## src/wdog_pkg.sv

```systemverilog
// package for the super i/o watchdog block: port addresses, register indexes, fields, timing
// assumes a host i/o cycle interface delivering one-cycle write/read strobes on clk
package wdog_pkg;

    // ------------------------------------------------------------
    // i/o ports and unlock sequence
    // ------------------------------------------------------------
    localparam logic [7:0] INDEX_PORT      = 8'h2E;
    localparam logic [7:0] DATA_PORT       = 8'h2F;
    localparam logic [7:0] UNLOCK_BYTE     = 8'h87;
    localparam logic [7:0] LOCK_BYTE       = 8'hAA;

    // ------------------------------------------------------------
    // configuration register indexes
    // ------------------------------------------------------------
    localparam logic [7:0] IDX_LDEV_SELECT = 8'h07;
    localparam logic [7:0] IDX_ACTIVATE    = 8'h30;
    localparam logic [7:0] IDX_TIME_UNIT   = 8'hF0;
    localparam logic [7:0] IDX_COUNT_VALUE = 8'hF1;
    localparam logic [7:0] WDOG_LDEV       = 8'h08;

    // ------------------------------------------------------------
    // fields and reset values
    // ------------------------------------------------------------
    localparam int         ACTIVATE_BIT    = 0;
    localparam int         MINUTE_BIT      = 3;
    localparam logic [7:0] RESET_BYTE      = 8'h00;

    // ------------------------------------------------------------
    // timing at 25 MHz
    // ------------------------------------------------------------
    localparam longint     CLK_HZ          = 25000000;
    localparam longint     SECOND_S        = 1;
    localparam longint     SECOND_CYCLES   = CLK_HZ * SECOND_S;
    localparam logic [5:0] SECONDS_PER_MIN = 6'h3C;
    localparam int         RESET_PULSE_CYC = 16;

    // one host i/o access as seen by the block
    typedef struct packed {
        logic       wr;
        logic       rd;
        logic [7:0] addr;
        logic [7:0] wdata;
    } io_req_type;

endpackage : wdog_pkg

```

## src/superio_watchdog_timer.sv

```systemverilog
// watchdog timer of the super i/o: index/data configuration, count-down, reset request
// assumes io_req strobes are synchronous to clk and last one cycle per host access
//
// Functional notes
// [RULE_01] count down loaded value; zero requests reset; a loaded zero leaves the timer idle instead
// [RULE_02] software reloads before the timeout expires
// [RULE_03] two 87 writes to 2E unlock config
// [RULE_04] select logical device 08 via index 07
// [RULE_05] register 30 enables or disables watchdog
// [RULE_06] register F0 bit3 picks minutes, else seconds
// [RULE_07] register F1 loads timeout in units
// [RULE_08] index port picks register, data port accesses
`timescale 1ns/1ps

module superio_watchdog_timer #(
    parameter longint TICK_CYCLES = wdog_pkg::SECOND_CYCLES
) (
    input  wire logic                clk,
    input  wire logic                rst_n,
    input  wire wdog_pkg::io_req_type io_req,
    output logic [7:0]               rdata,
    output logic                     rdata_valid,
    output logic                     sys_reset_req,
    output logic                     system_watchdog_running
);
    import wdog_pkg::*;

    // ------------------------------------------------------------
    // decode
    // ------------------------------------------------------------
    function automatic logic hit(input io_req_type r, input logic [7:0] port, input logic is_wr);
        hit = (is_wr ? r.wr : r.rd) && (r.addr == port);
    endfunction : hit

    logic       idx_wr;
    logic       dat_wr;
    logic       dat_rd;
    logic       wd_sel;

    // port strobes; a read of the index port is not decoded and returns zero
    assign idx_wr = hit(io_req, INDEX_PORT, 1'b1);
    assign dat_wr = hit(io_req, DATA_PORT, 1'b1);
    assign dat_rd = hit(io_req, DATA_PORT, 1'b0);

    // ------------------------------------------------------------
    // unlock sequence
    // ------------------------------------------------------------
    typedef enum logic [2:0] {
        LOCKED   = 3'b001,
        HALF_KEY = 3'b010,
        UNLOCKED = 3'b100
    } cfg_state_type;

    cfg_state_type cfg_q;

    // any index write other than the key between the two bytes restarts the sequence;
    // the lock byte closes it again so a stray program cannot reach the watchdog by accident
    always_ff @(posedge clk or negedge rst_n) begin
        if (!rst_n) begin
            cfg_q <= LOCKED;
        end else if (idx_wr) begin
            unique case (cfg_q)
                LOCKED:   cfg_q <= (io_req.wdata == UNLOCK_BYTE) ? HALF_KEY : LOCKED; // see [RULE_03]
                HALF_KEY: cfg_q <= (io_req.wdata == UNLOCK_BYTE) ? UNLOCKED : LOCKED; // see [RULE_03]
                UNLOCKED: cfg_q <= (io_req.wdata == LOCK_BYTE) ? LOCKED : UNLOCKED;
            endcase
        end
    end

    // configuration accesses count only once both key bytes arrived in a row
    logic cfg_open;
    assign cfg_open = (cfg_q == UNLOCKED); // see [RULE_03]

    // ------------------------------------------------------------
    // index and configuration registers
    // ------------------------------------------------------------
    logic [7:0] index_q;
    logic [7:0] ldev_q;
    logic [7:0] activate_q;
    logic [7:0] unit_q;
    logic [7:0] count_q;
    logic       load_pulse;

    // index latched only while unlocked; key bytes written while locked never become an index
    always_ff @(posedge clk or negedge rst_n) begin
        if (!rst_n) begin
            index_q <= RESET_BYTE;
        end else if (idx_wr && cfg_open) begin
            index_q <= io_req.wdata; // see [RULE_08]
        end
    end

    // the watchdog registers only answer while their logical device is selected
    assign wd_sel = cfg_open && (ldev_q == WDOG_LDEV); // see [RULE_04]

    // device registers answer only with the watchdog device selected
    always_ff @(posedge clk or negedge rst_n) begin
        if (!rst_n) begin
            ldev_q     <= RESET_BYTE;
            activate_q <= RESET_BYTE;
            unit_q     <= RESET_BYTE;
            count_q    <= RESET_BYTE;
        end else if (dat_wr && cfg_open) begin
            if (index_q == IDX_LDEV_SELECT) begin
                ldev_q <= io_req.wdata; // see [RULE_04]
            end else if (wd_sel) begin
                unique case (index_q)
                    IDX_ACTIVATE:    activate_q <= io_req.wdata; // see [RULE_05]
                    IDX_TIME_UNIT:   unit_q     <= io_req.wdata; // see [RULE_06]
                    IDX_COUNT_VALUE: count_q    <= io_req.wdata; // see [RULE_07]
                    default:         ;
                endcase
            end
        end
    end

    // a count write is also the kick: software keeps the timer alive by repeating it
    assign load_pulse = dat_wr && wd_sel && (index_q == IDX_COUNT_VALUE); // see [RULE_02]

    // read path, one cycle after the strobe; unmapped indexes read zero
    always_ff @(posedge clk or negedge rst_n) begin
        if (!rst_n) begin
            rdata       <= RESET_BYTE;
            rdata_valid <= 1'b0;
        end else begin
            rdata_valid <= dat_rd;
            rdata       <= RESET_BYTE;
            if (dat_rd && cfg_open) begin
                if (index_q == IDX_LDEV_SELECT) begin
                    rdata <= ldev_q; // see [RULE_08]
                end else if (wd_sel) begin
                    unique case (index_q)
                        IDX_ACTIVATE:    rdata <= activate_q;
                        IDX_TIME_UNIT:   rdata <= unit_q;
                        IDX_COUNT_VALUE: rdata <= count_q;
                        default:         rdata <= RESET_BYTE;
                    endcase
                end
            end
        end
    end

    // ------------------------------------------------------------
    // time base: one-second enable, one-minute enable
    // ------------------------------------------------------------
    localparam int PW = $clog2(TICK_CYCLES + 1);
    logic [PW-1:0] pre_q;
    logic [5:0]    sec_q;
    logic          sec_tick;
    logic          min_tick;
    logic          enabled;

    // one-cycle enables from the divider; the minute enable rides on the second enable
    // so a minute is exactly SECONDS_PER_MIN seconds and no second divider is needed
    assign enabled  = activate_q[ACTIVATE_BIT]; // see [RULE_05]
    assign sec_tick = enabled && (pre_q == PW'(TICK_CYCLES - 1));
    assign min_tick = sec_tick && (sec_q == SECONDS_PER_MIN - 6'h01);

    // prescaler restarts on every reload so a full unit always elapses
    always_ff @(posedge clk or negedge rst_n) begin
        if (!rst_n) begin
            pre_q <= '0;
            sec_q <= '0;
        end else if (!enabled || load_pulse) begin
            pre_q <= '0;
            sec_q <= '0;
        end else if (sec_tick) begin
            pre_q <= '0;
            sec_q <= min_tick ? 6'h00 : sec_q + 6'h01;
        end else begin
            pre_q <= pre_q + PW'(1);
        end
    end

    // ------------------------------------------------------------
    // countdown and reset request
    // ------------------------------------------------------------
    logic [7:0] remain_q;
    logic       unit_tick;
    logic [4:0] pulse_q;

    // the unit bit only picks which enable decrements the count; other bits are stored, unused
    assign unit_tick = unit_q[MINUTE_BIT] ? min_tick : sec_tick; // see [RULE_06]

    // a count of zero leaves the timer idle rather than firing at once
    always_ff @(posedge clk or negedge rst_n) begin
        if (!rst_n) begin
            remain_q <= RESET_BYTE;
        end else if (load_pulse) begin
            remain_q <= io_req.wdata; // see [RULE_07] and [RULE_02]
        end else if (!enabled) begin
            remain_q <= remain_q;
        end else if (unit_tick && remain_q != RESET_BYTE) begin
            remain_q <= remain_q - 8'h01; // see [RULE_01]
        end
    end

    // reset request held a fixed number of cycles so the reset logic surely sees it;
    // the count stays at zero afterwards, only a reload rearms the timer; a system reset also loads zero
    always_ff @(posedge clk or negedge rst_n) begin
        if (!rst_n) begin
            pulse_q       <= '0;
            sys_reset_req <= 1'b0;
        end else begin
            if (enabled && unit_tick && remain_q == 8'h01) begin
                pulse_q <= 5'(RESET_PULSE_CYC); // see [RULE_01]
            end else if (pulse_q != '0) begin
                pulse_q <= pulse_q - 5'h01;
            end
            sys_reset_req <= (pulse_q != '0);
        end
    end

    // running flag for status; it drops with the request, since the count is then zero,
    // and stays low while disabled so a frozen count does not look alive
    always_ff @(posedge clk or negedge rst_n) begin
        if (!rst_n) begin
            system_watchdog_running <= 1'b0;
        end else begin
            system_watchdog_running <= enabled && (remain_q != RESET_BYTE);
        end
    end

endmodule : superio_watchdog_timer

```

## config.mk

```make
export PLATFORM = sky130hd
export DESIGN_NAME = superio_watchdog_timer
export DESIGN_NICKNAME = d
export VERILOG_FILES = /design/src/wdog_pkg.sv /design/src/superio_watchdog_timer.sv
export SDC_FILE = /design/constraint.sdc
export NUM_CORES = 1
export LEC_CHECK = 0
export BUFFER_PORTS_ARGS = -buffer_cell sky130_fd_sc_hd__buf_2
export CAP_MARGIN = 20
export CORE_MARGIN = 4
export CORE_UTILIZATION = 35
export DETAILED_ROUTE_END_ITERATION = 10
export GPL_TIMING_DRIVEN = 0
export PLACE_DENSITY = 0.63
export RECOVER_POWER = 100
export SLEW_MARGIN = 30
export SYNTH_ARGS = -nofsm -noshare
export SYNTH_HDL_FRONTEND = slang
export SYNTH_SLANG_ARGS = --single-unit
```

## constraint.sdc

```tcl
create_clock -name clk -period 2.9 [get_ports clk]
set_input_delay 0.29 -clock clk [delete_from_list [all_inputs] [get_ports clk]]
set_output_delay 0.29 -clock clk [all_outputs]
set_load 0.02 [all_outputs]
```

== Word level (Yosys, flattened, before mapping) ==
Index checks and enable logic that the tools add are counted.

* Add/sub/neg operators: 4
* Equality and inequality tests: 15
* Mux-type cells: 19
* Reduce and logical (&&, ||, !) cells: 28
* Bitwise operators: 1

{| class="wikitable"
|+ Operator list
! kind !! number
|-
| $mux 25 || 2
|-
| $mux 8 || 6
|-
| $eq 8x8->1 const B || 4
|-
| $add 25x1->25 const B || 1
|-
| $eq 25x25->1 const B || 1
|-
| $eq 8x6->1 const B || 3
|-
| $pmux 8 s3 || 1
|-
| $mux 6 || 3
|-
| $logic_and 1x1->1 || 15
|-
| $reduce_and 4->1 || 3
|-
| $mux 5 || 2
|-
| $pmux 3 s3 || 1
|-
| $eq 8x1->1 const B || 1
|-
| $eq 8x3->1 const B || 1
|-
| $eq 8x4->1 const B || 1
|-
| $reduce_bool 2->1 || 4
|-
| $reduce_bool 8->1 || 1
|-
| $sub 8x1->8 const B || 1
|-
| $add 6x1->6 const B || 1
|-
| $eq 6x6->1 const B || 1
|-
| $mux 3 || 2
|-
| $reduce_bool 5->1 || 1
|-
| $sub 5x1->5 const B || 1
|-
| $reduce_and 2->1 || 2
|-
| 8 further kinds || 8
|}

* Output and inout bits: 11
* Bits of input ports: 20
* Bits in registers: 98
* Logic and storage cells: 81

== Depth between registers and ports, before layout ==
* Word-level depth: 8
* Depth in mapped cells: 8

== Least setup slack after synthesis ==
No wires, ideal clock.

* Path type: register to register
* Start: register index_q[2]
* End: register activate_q[0]
* Clock period less this slack: 2,005 ps
* Path slack: 895 ps
* Arrival time: 1,880 ps
* Cell stages (with the launch flop): 7
* Buffers on the path: 2
* Required time: 2,775 ps
* Cells stage by stage: dfrtp_1 -> nand4bb_1 -> clkbuf_1 -> nor4b_4 -> and4bb_2 -> buf_4 -> mux2_2

* Cells in the longest elaborated chain, start to end: 3

{| class="wikitable"
|+ RTL lines
! element !! RTL line !! source
|-
| start, declared || superio_watchdog_timer.sv:77 || <nowiki>logic [7:0] index_q;</nowiki>
|-
| start signal, assigned || superio_watchdog_timer.sv:89 || <nowiki>index_q <= io_req.wdata;</nowiki>
|-
| $eq 8x3->1 || superio_watchdog_timer.sv:104 || <nowiki>if (index_q == IDX_LDEV_SELECT) begin</nowiki>
|-
| $not 1->1 (no line) || - ||
|-
| $reduce_and 4->1 (no line) * || - ||
|-
| end signal, assigned || superio_watchdog_timer.sv:108 || <nowiki>IDX_ACTIVATE: activate_q <= io_req.wdata;</nowiki>
|-
| end, declared || superio_watchdog_timer.sv:79 || <nowiki>logic [7:0] activate_q;</nowiki>
|}

Every way passes the cells marked *; elsewhere a longest branch is shown, timed or not.
A chain may end at the register's enable or synchronous reset.

== Worst setup path after layout ==
* Start: register pre_q[0]
* End: register pre_q[19]

* Cells in the longest elaborated chain, start to end: 4

{| class="wikitable"
|+ RTL lines
! element !! RTL line !! source
|-
| start, declared || superio_watchdog_timer.sv:147 || <nowiki>logic [PW-1:0] pre_q;</nowiki>
|-
| start signal, assigned || superio_watchdog_timer.sv:171 || <nowiki>pre_q <= pre_q + PW'(1);</nowiki>
|-
| branches (longest 2 deep; another with $add 25x1->25) || - ||
|-
| $mux 25 * || superio_watchdog_timer.sv:167 || <nowiki>end else if (sec_tick) begin</nowiki>
|-
| $mux 25 * || superio_watchdog_timer.sv:164 || <nowiki>end else if (!enabled || load_pulse) begin</nowiki>
|}

Every way passes the cells marked *.

==> flow_metrics.tcl <==
set metrics [dict create \
    status "completed" \
    grt_usage 0.136 \
    wl_um 10700 \
    ys_async_sr_fraction 1.00 \
    gr-total-overflow 0 \
    cp-end-kind "register" \
    tns_ns 0 \
    layout_min_cycle_time_ns 2.55 \
    synthToLayoutAreaGrowth_pct 14.2 \
    synthAdderAreaFrac 0.0154 \
    crit_fanout 10 \
    postPlaceCellArea_um2 5280 \
    first_global_vias 3736 \
    cts_max_level 3 \
    synth_compound_area_frac 0.0811 \
    synth_fp_nets 495 \
    synth_top_area_cell "dfrtp_1" \
    numCtsBuffers 9 \
    hold_class "input pin to register" \
    core-area_um2 13500 \
    startpoint_type "register" \
    vdd_ir_drop_max_mv 0.218 \
    postLayoutCellArea_um2 5570 \
    swShare 0.208 \
    synthSimpleGateAreaFrac 0.249 \
    power.leakage_nw 2.38 \
    fp-row-count 42 \
    drt_iter0_drc 203 \
    seq_power_share 0.501 \
    nets 538 \
    finalHoldViolations 0 \
    path_clk_slew_ns 0.07 \
    synth_xor_xnor_area_share 0.0503 \
    worst_pin_slew_ns 1.14 \
    clock.fmax_ghz 0.392 \
    p_clk_frac 0.468 \
    routedWlPerCell_um 15.4 \
    drive_gt1_frac 0.164 \
    power.total_mw 2.75 \
    power_density_nw_per_um2 495 \
    synth_top_area_frac 0.498 \
    p_switching_mw 0.573 \
    drv_cap 0 \
    root_buffer "clkbuf_16" \
    ant_nets 0 \
    cp.required_ns 3.17 \
    finalCritPeriodShare 0.880 \
    synthMuxAreaShare 0.0759 \
    chipHeight_um 126 \
    synthTopCellsByArea "dfrtp_1, mux2_2, nand2_1" \
    syn_area_um2 4880 \
    cts_tree "built" \
    vias 3694 \
    grt_max_degree 55 \
    cts_setup_buffers 0 \
    drv_slew 0 \
    combPwrFrac 0.031 \
    seq_area_frac_synth 0.503 \
    grt_pass1_wl_um 17800 \
    antenna_found_initial 0 \
    finalSetupViolations 0 \
    hpwl_um 7560 \
    first_pass_iters 4 \
    clock_sinks 98 \
    start_util 0.363 \
    syn_area_per_cell_um2 10.4 \
    dieArea_um2 15900 \
    antennaDiodeCount 0 \
    synth_edf_count 0 \
    fin_skew_ns 0.00785 \
    die_w_um 126 \
    ys_warn_count 0 \
    port_buffers 30 \
    yosys_register_bits 98 \
    synthCells 469 \
    path_class "register to register" \
    worstSkewPairLatency_ns 0.34 \
    ys_types 62 \
    drcViolationCount 0 \
    rsz0062_at_grt "no" \
    synth_top_family_by_area "simple AND/OR/NAND/NOR gates" \
    p_int_mw 2.18 \
    ys.flop_type "dfrtp_1" \
    cts_max_path_buffers 2 \
    gp_congestion 0.793 \
    arrival_ns 2.83 \
    via_per_inst 5.33 \
    slew_headroom 0.238 \
    pin_count 31 \
]
state kept, by name (all words and copies together), names as in the netlist:
| signal | cells |
|---|---|
| unit_q | 8 |
| system_watchdog_running | 1 |
| index_q | 8 |
| remain_q | 8 |
| sec_q | 6 |
| pre_q | 25 |
| count_q | 8 |
| sys_reset_req | 1 |
| rdata | 8 |
| ldev_q | 8 |
| rdata_valid | 1 |
| activate_q | 8 |
| pulse_q | 5 |
| cfg_q | 3 |
synthesized netlist by cell type, types with 3 or more instances:
cell type   n
nand4_1     9
mux2_2     31
nand2_1    62
a21o_1      7
and2_1      5
a22oi_1     6
nor2b_1     3
xnor2_1    21
xor2_1      7
and4_1      7
ha_1        6
buf_2       6
nor3_1     14
nor4_1      8
nor2_1     46
a21oi_1    20
nor4b_1     3
o21ai_0     7
inv_1      14
nand3_1    14
o31ai_1     3
and3_1      4
buf_4       3
dfrtp_1    97
clkbuf_1    5
and4b_1     6
a31o_2      3
or3_1       4
or4_1       3
worst max-delay path: stages, from the launching register on:
cell and delay (ns):
dfrtp_1 0.41, ha_1 0.25, and4_4 0.22, nand4_2 0.16, or2_0 0.27, clkbuf_1 0.40, nand3_1 0.37, buf_4 0.29
nor2_1 0.12
path summary, 6_finish.rpt:
path / to / slack (ns) / start / depth (start not counted)
hold reg to reg: count_q[1] / 0.47 / count_q[1] / 2
setup / recovery: pre_q[19] / 0.35 / pre_q[0] / 8
max in group asynchronous: ldev_q[2] / 1.36 / rst_n / 3
setup reg to reg: pre_q[19] / 0.35 / pre_q[0] / 8
hold / removal: rdata_valid / 0.21 / io_req[16] / 2
min in group asynchronous: cfg_q[1] / 0.71 / rst_n / 2
per-layer routing:
layer,share of wire,GRT usage
met1,0.46,0.174
met2,0.50,0.233
met3,0.017,0.0152
met4,0.022,0.0580
met5,0,0
cells in the final DEF (no fill, tap or decap), types with 3 or more instances in the layout:
cell type,instances
dfrtp_1,97
nand2_1,63
nor2_1,46
mux2_2,31
buf_2,21
clkbuf_1,21
xnor2_1,21
a21oi_1,20
inv_1,14
nand3_1,14
nor3_1,14
nand4_1,10
clkbuf_16,9
nor4_1,8
and4_1,7
a21o_1,7
xor2_1,7
o21ai_0,7
and4b_1,6
a22oi_1,6
ha_1,6
nor4b_1,5
and3_1,4
or3_1,4
a31o_2,3
buf_4,3
nor2b_1,3
or4_1,3
and2_1,3
o31ai_1,3
per-stage QoR:
step                      worst slack, ns  instances  utilization  hold slack (ns)
after floorplan                     0.895        469            -         -0.00559
after global placement              0.498        675        0.390            0.454
after detailed placement            0.465        676        0.393            0.239
after CTS                           0.454        693        0.417            0.200
after global routing                0.152        693        0.414            0.229
final                               0.347        693        0.414            0.212
power by group through the flow:
| stage | combinational, mW | clock, mW | sequential, mW |
|---|---|---|---|
| floorplan | 0.0228 | 0 | 1.41 |
| global placement | 0.0803 | 0 | 1.41 |
| detailed placement | 0.0878 | 0 | 1.41 |
| CTS | 0.0891 | 1.31 | 1.38 |
| global route | 0.0959 | 1.37 | 1.38 |
| finish | 0.0857 | 1.29 | 1.38 |
cell type report:
type,instances,area [um^2]
clock buffer,12,246
buffer,14,67.6
tap,176,220
fill,1340,7890
sequential,98,2450
multi-input combinational,343,2280
inverter,14,52.6
timing repair buffer,32,174
clock inverter,4,75.1
timing repair:
action,in CTS,in global routing
endpoints found under the hold margin,43,0
hold buffers,1,0
resized for setup,0,0
endpoints found under the setup margin,0,0
logic make-up after synthesis:
logic type | Yosys count
simple gates | 215
mux | 33
flops | 98
buf+inv | 28
xor+xnor | 28
fa+ha+maj | 6
compound gates | 61
No activity file was read; power rests on OpenSTA's default activity.
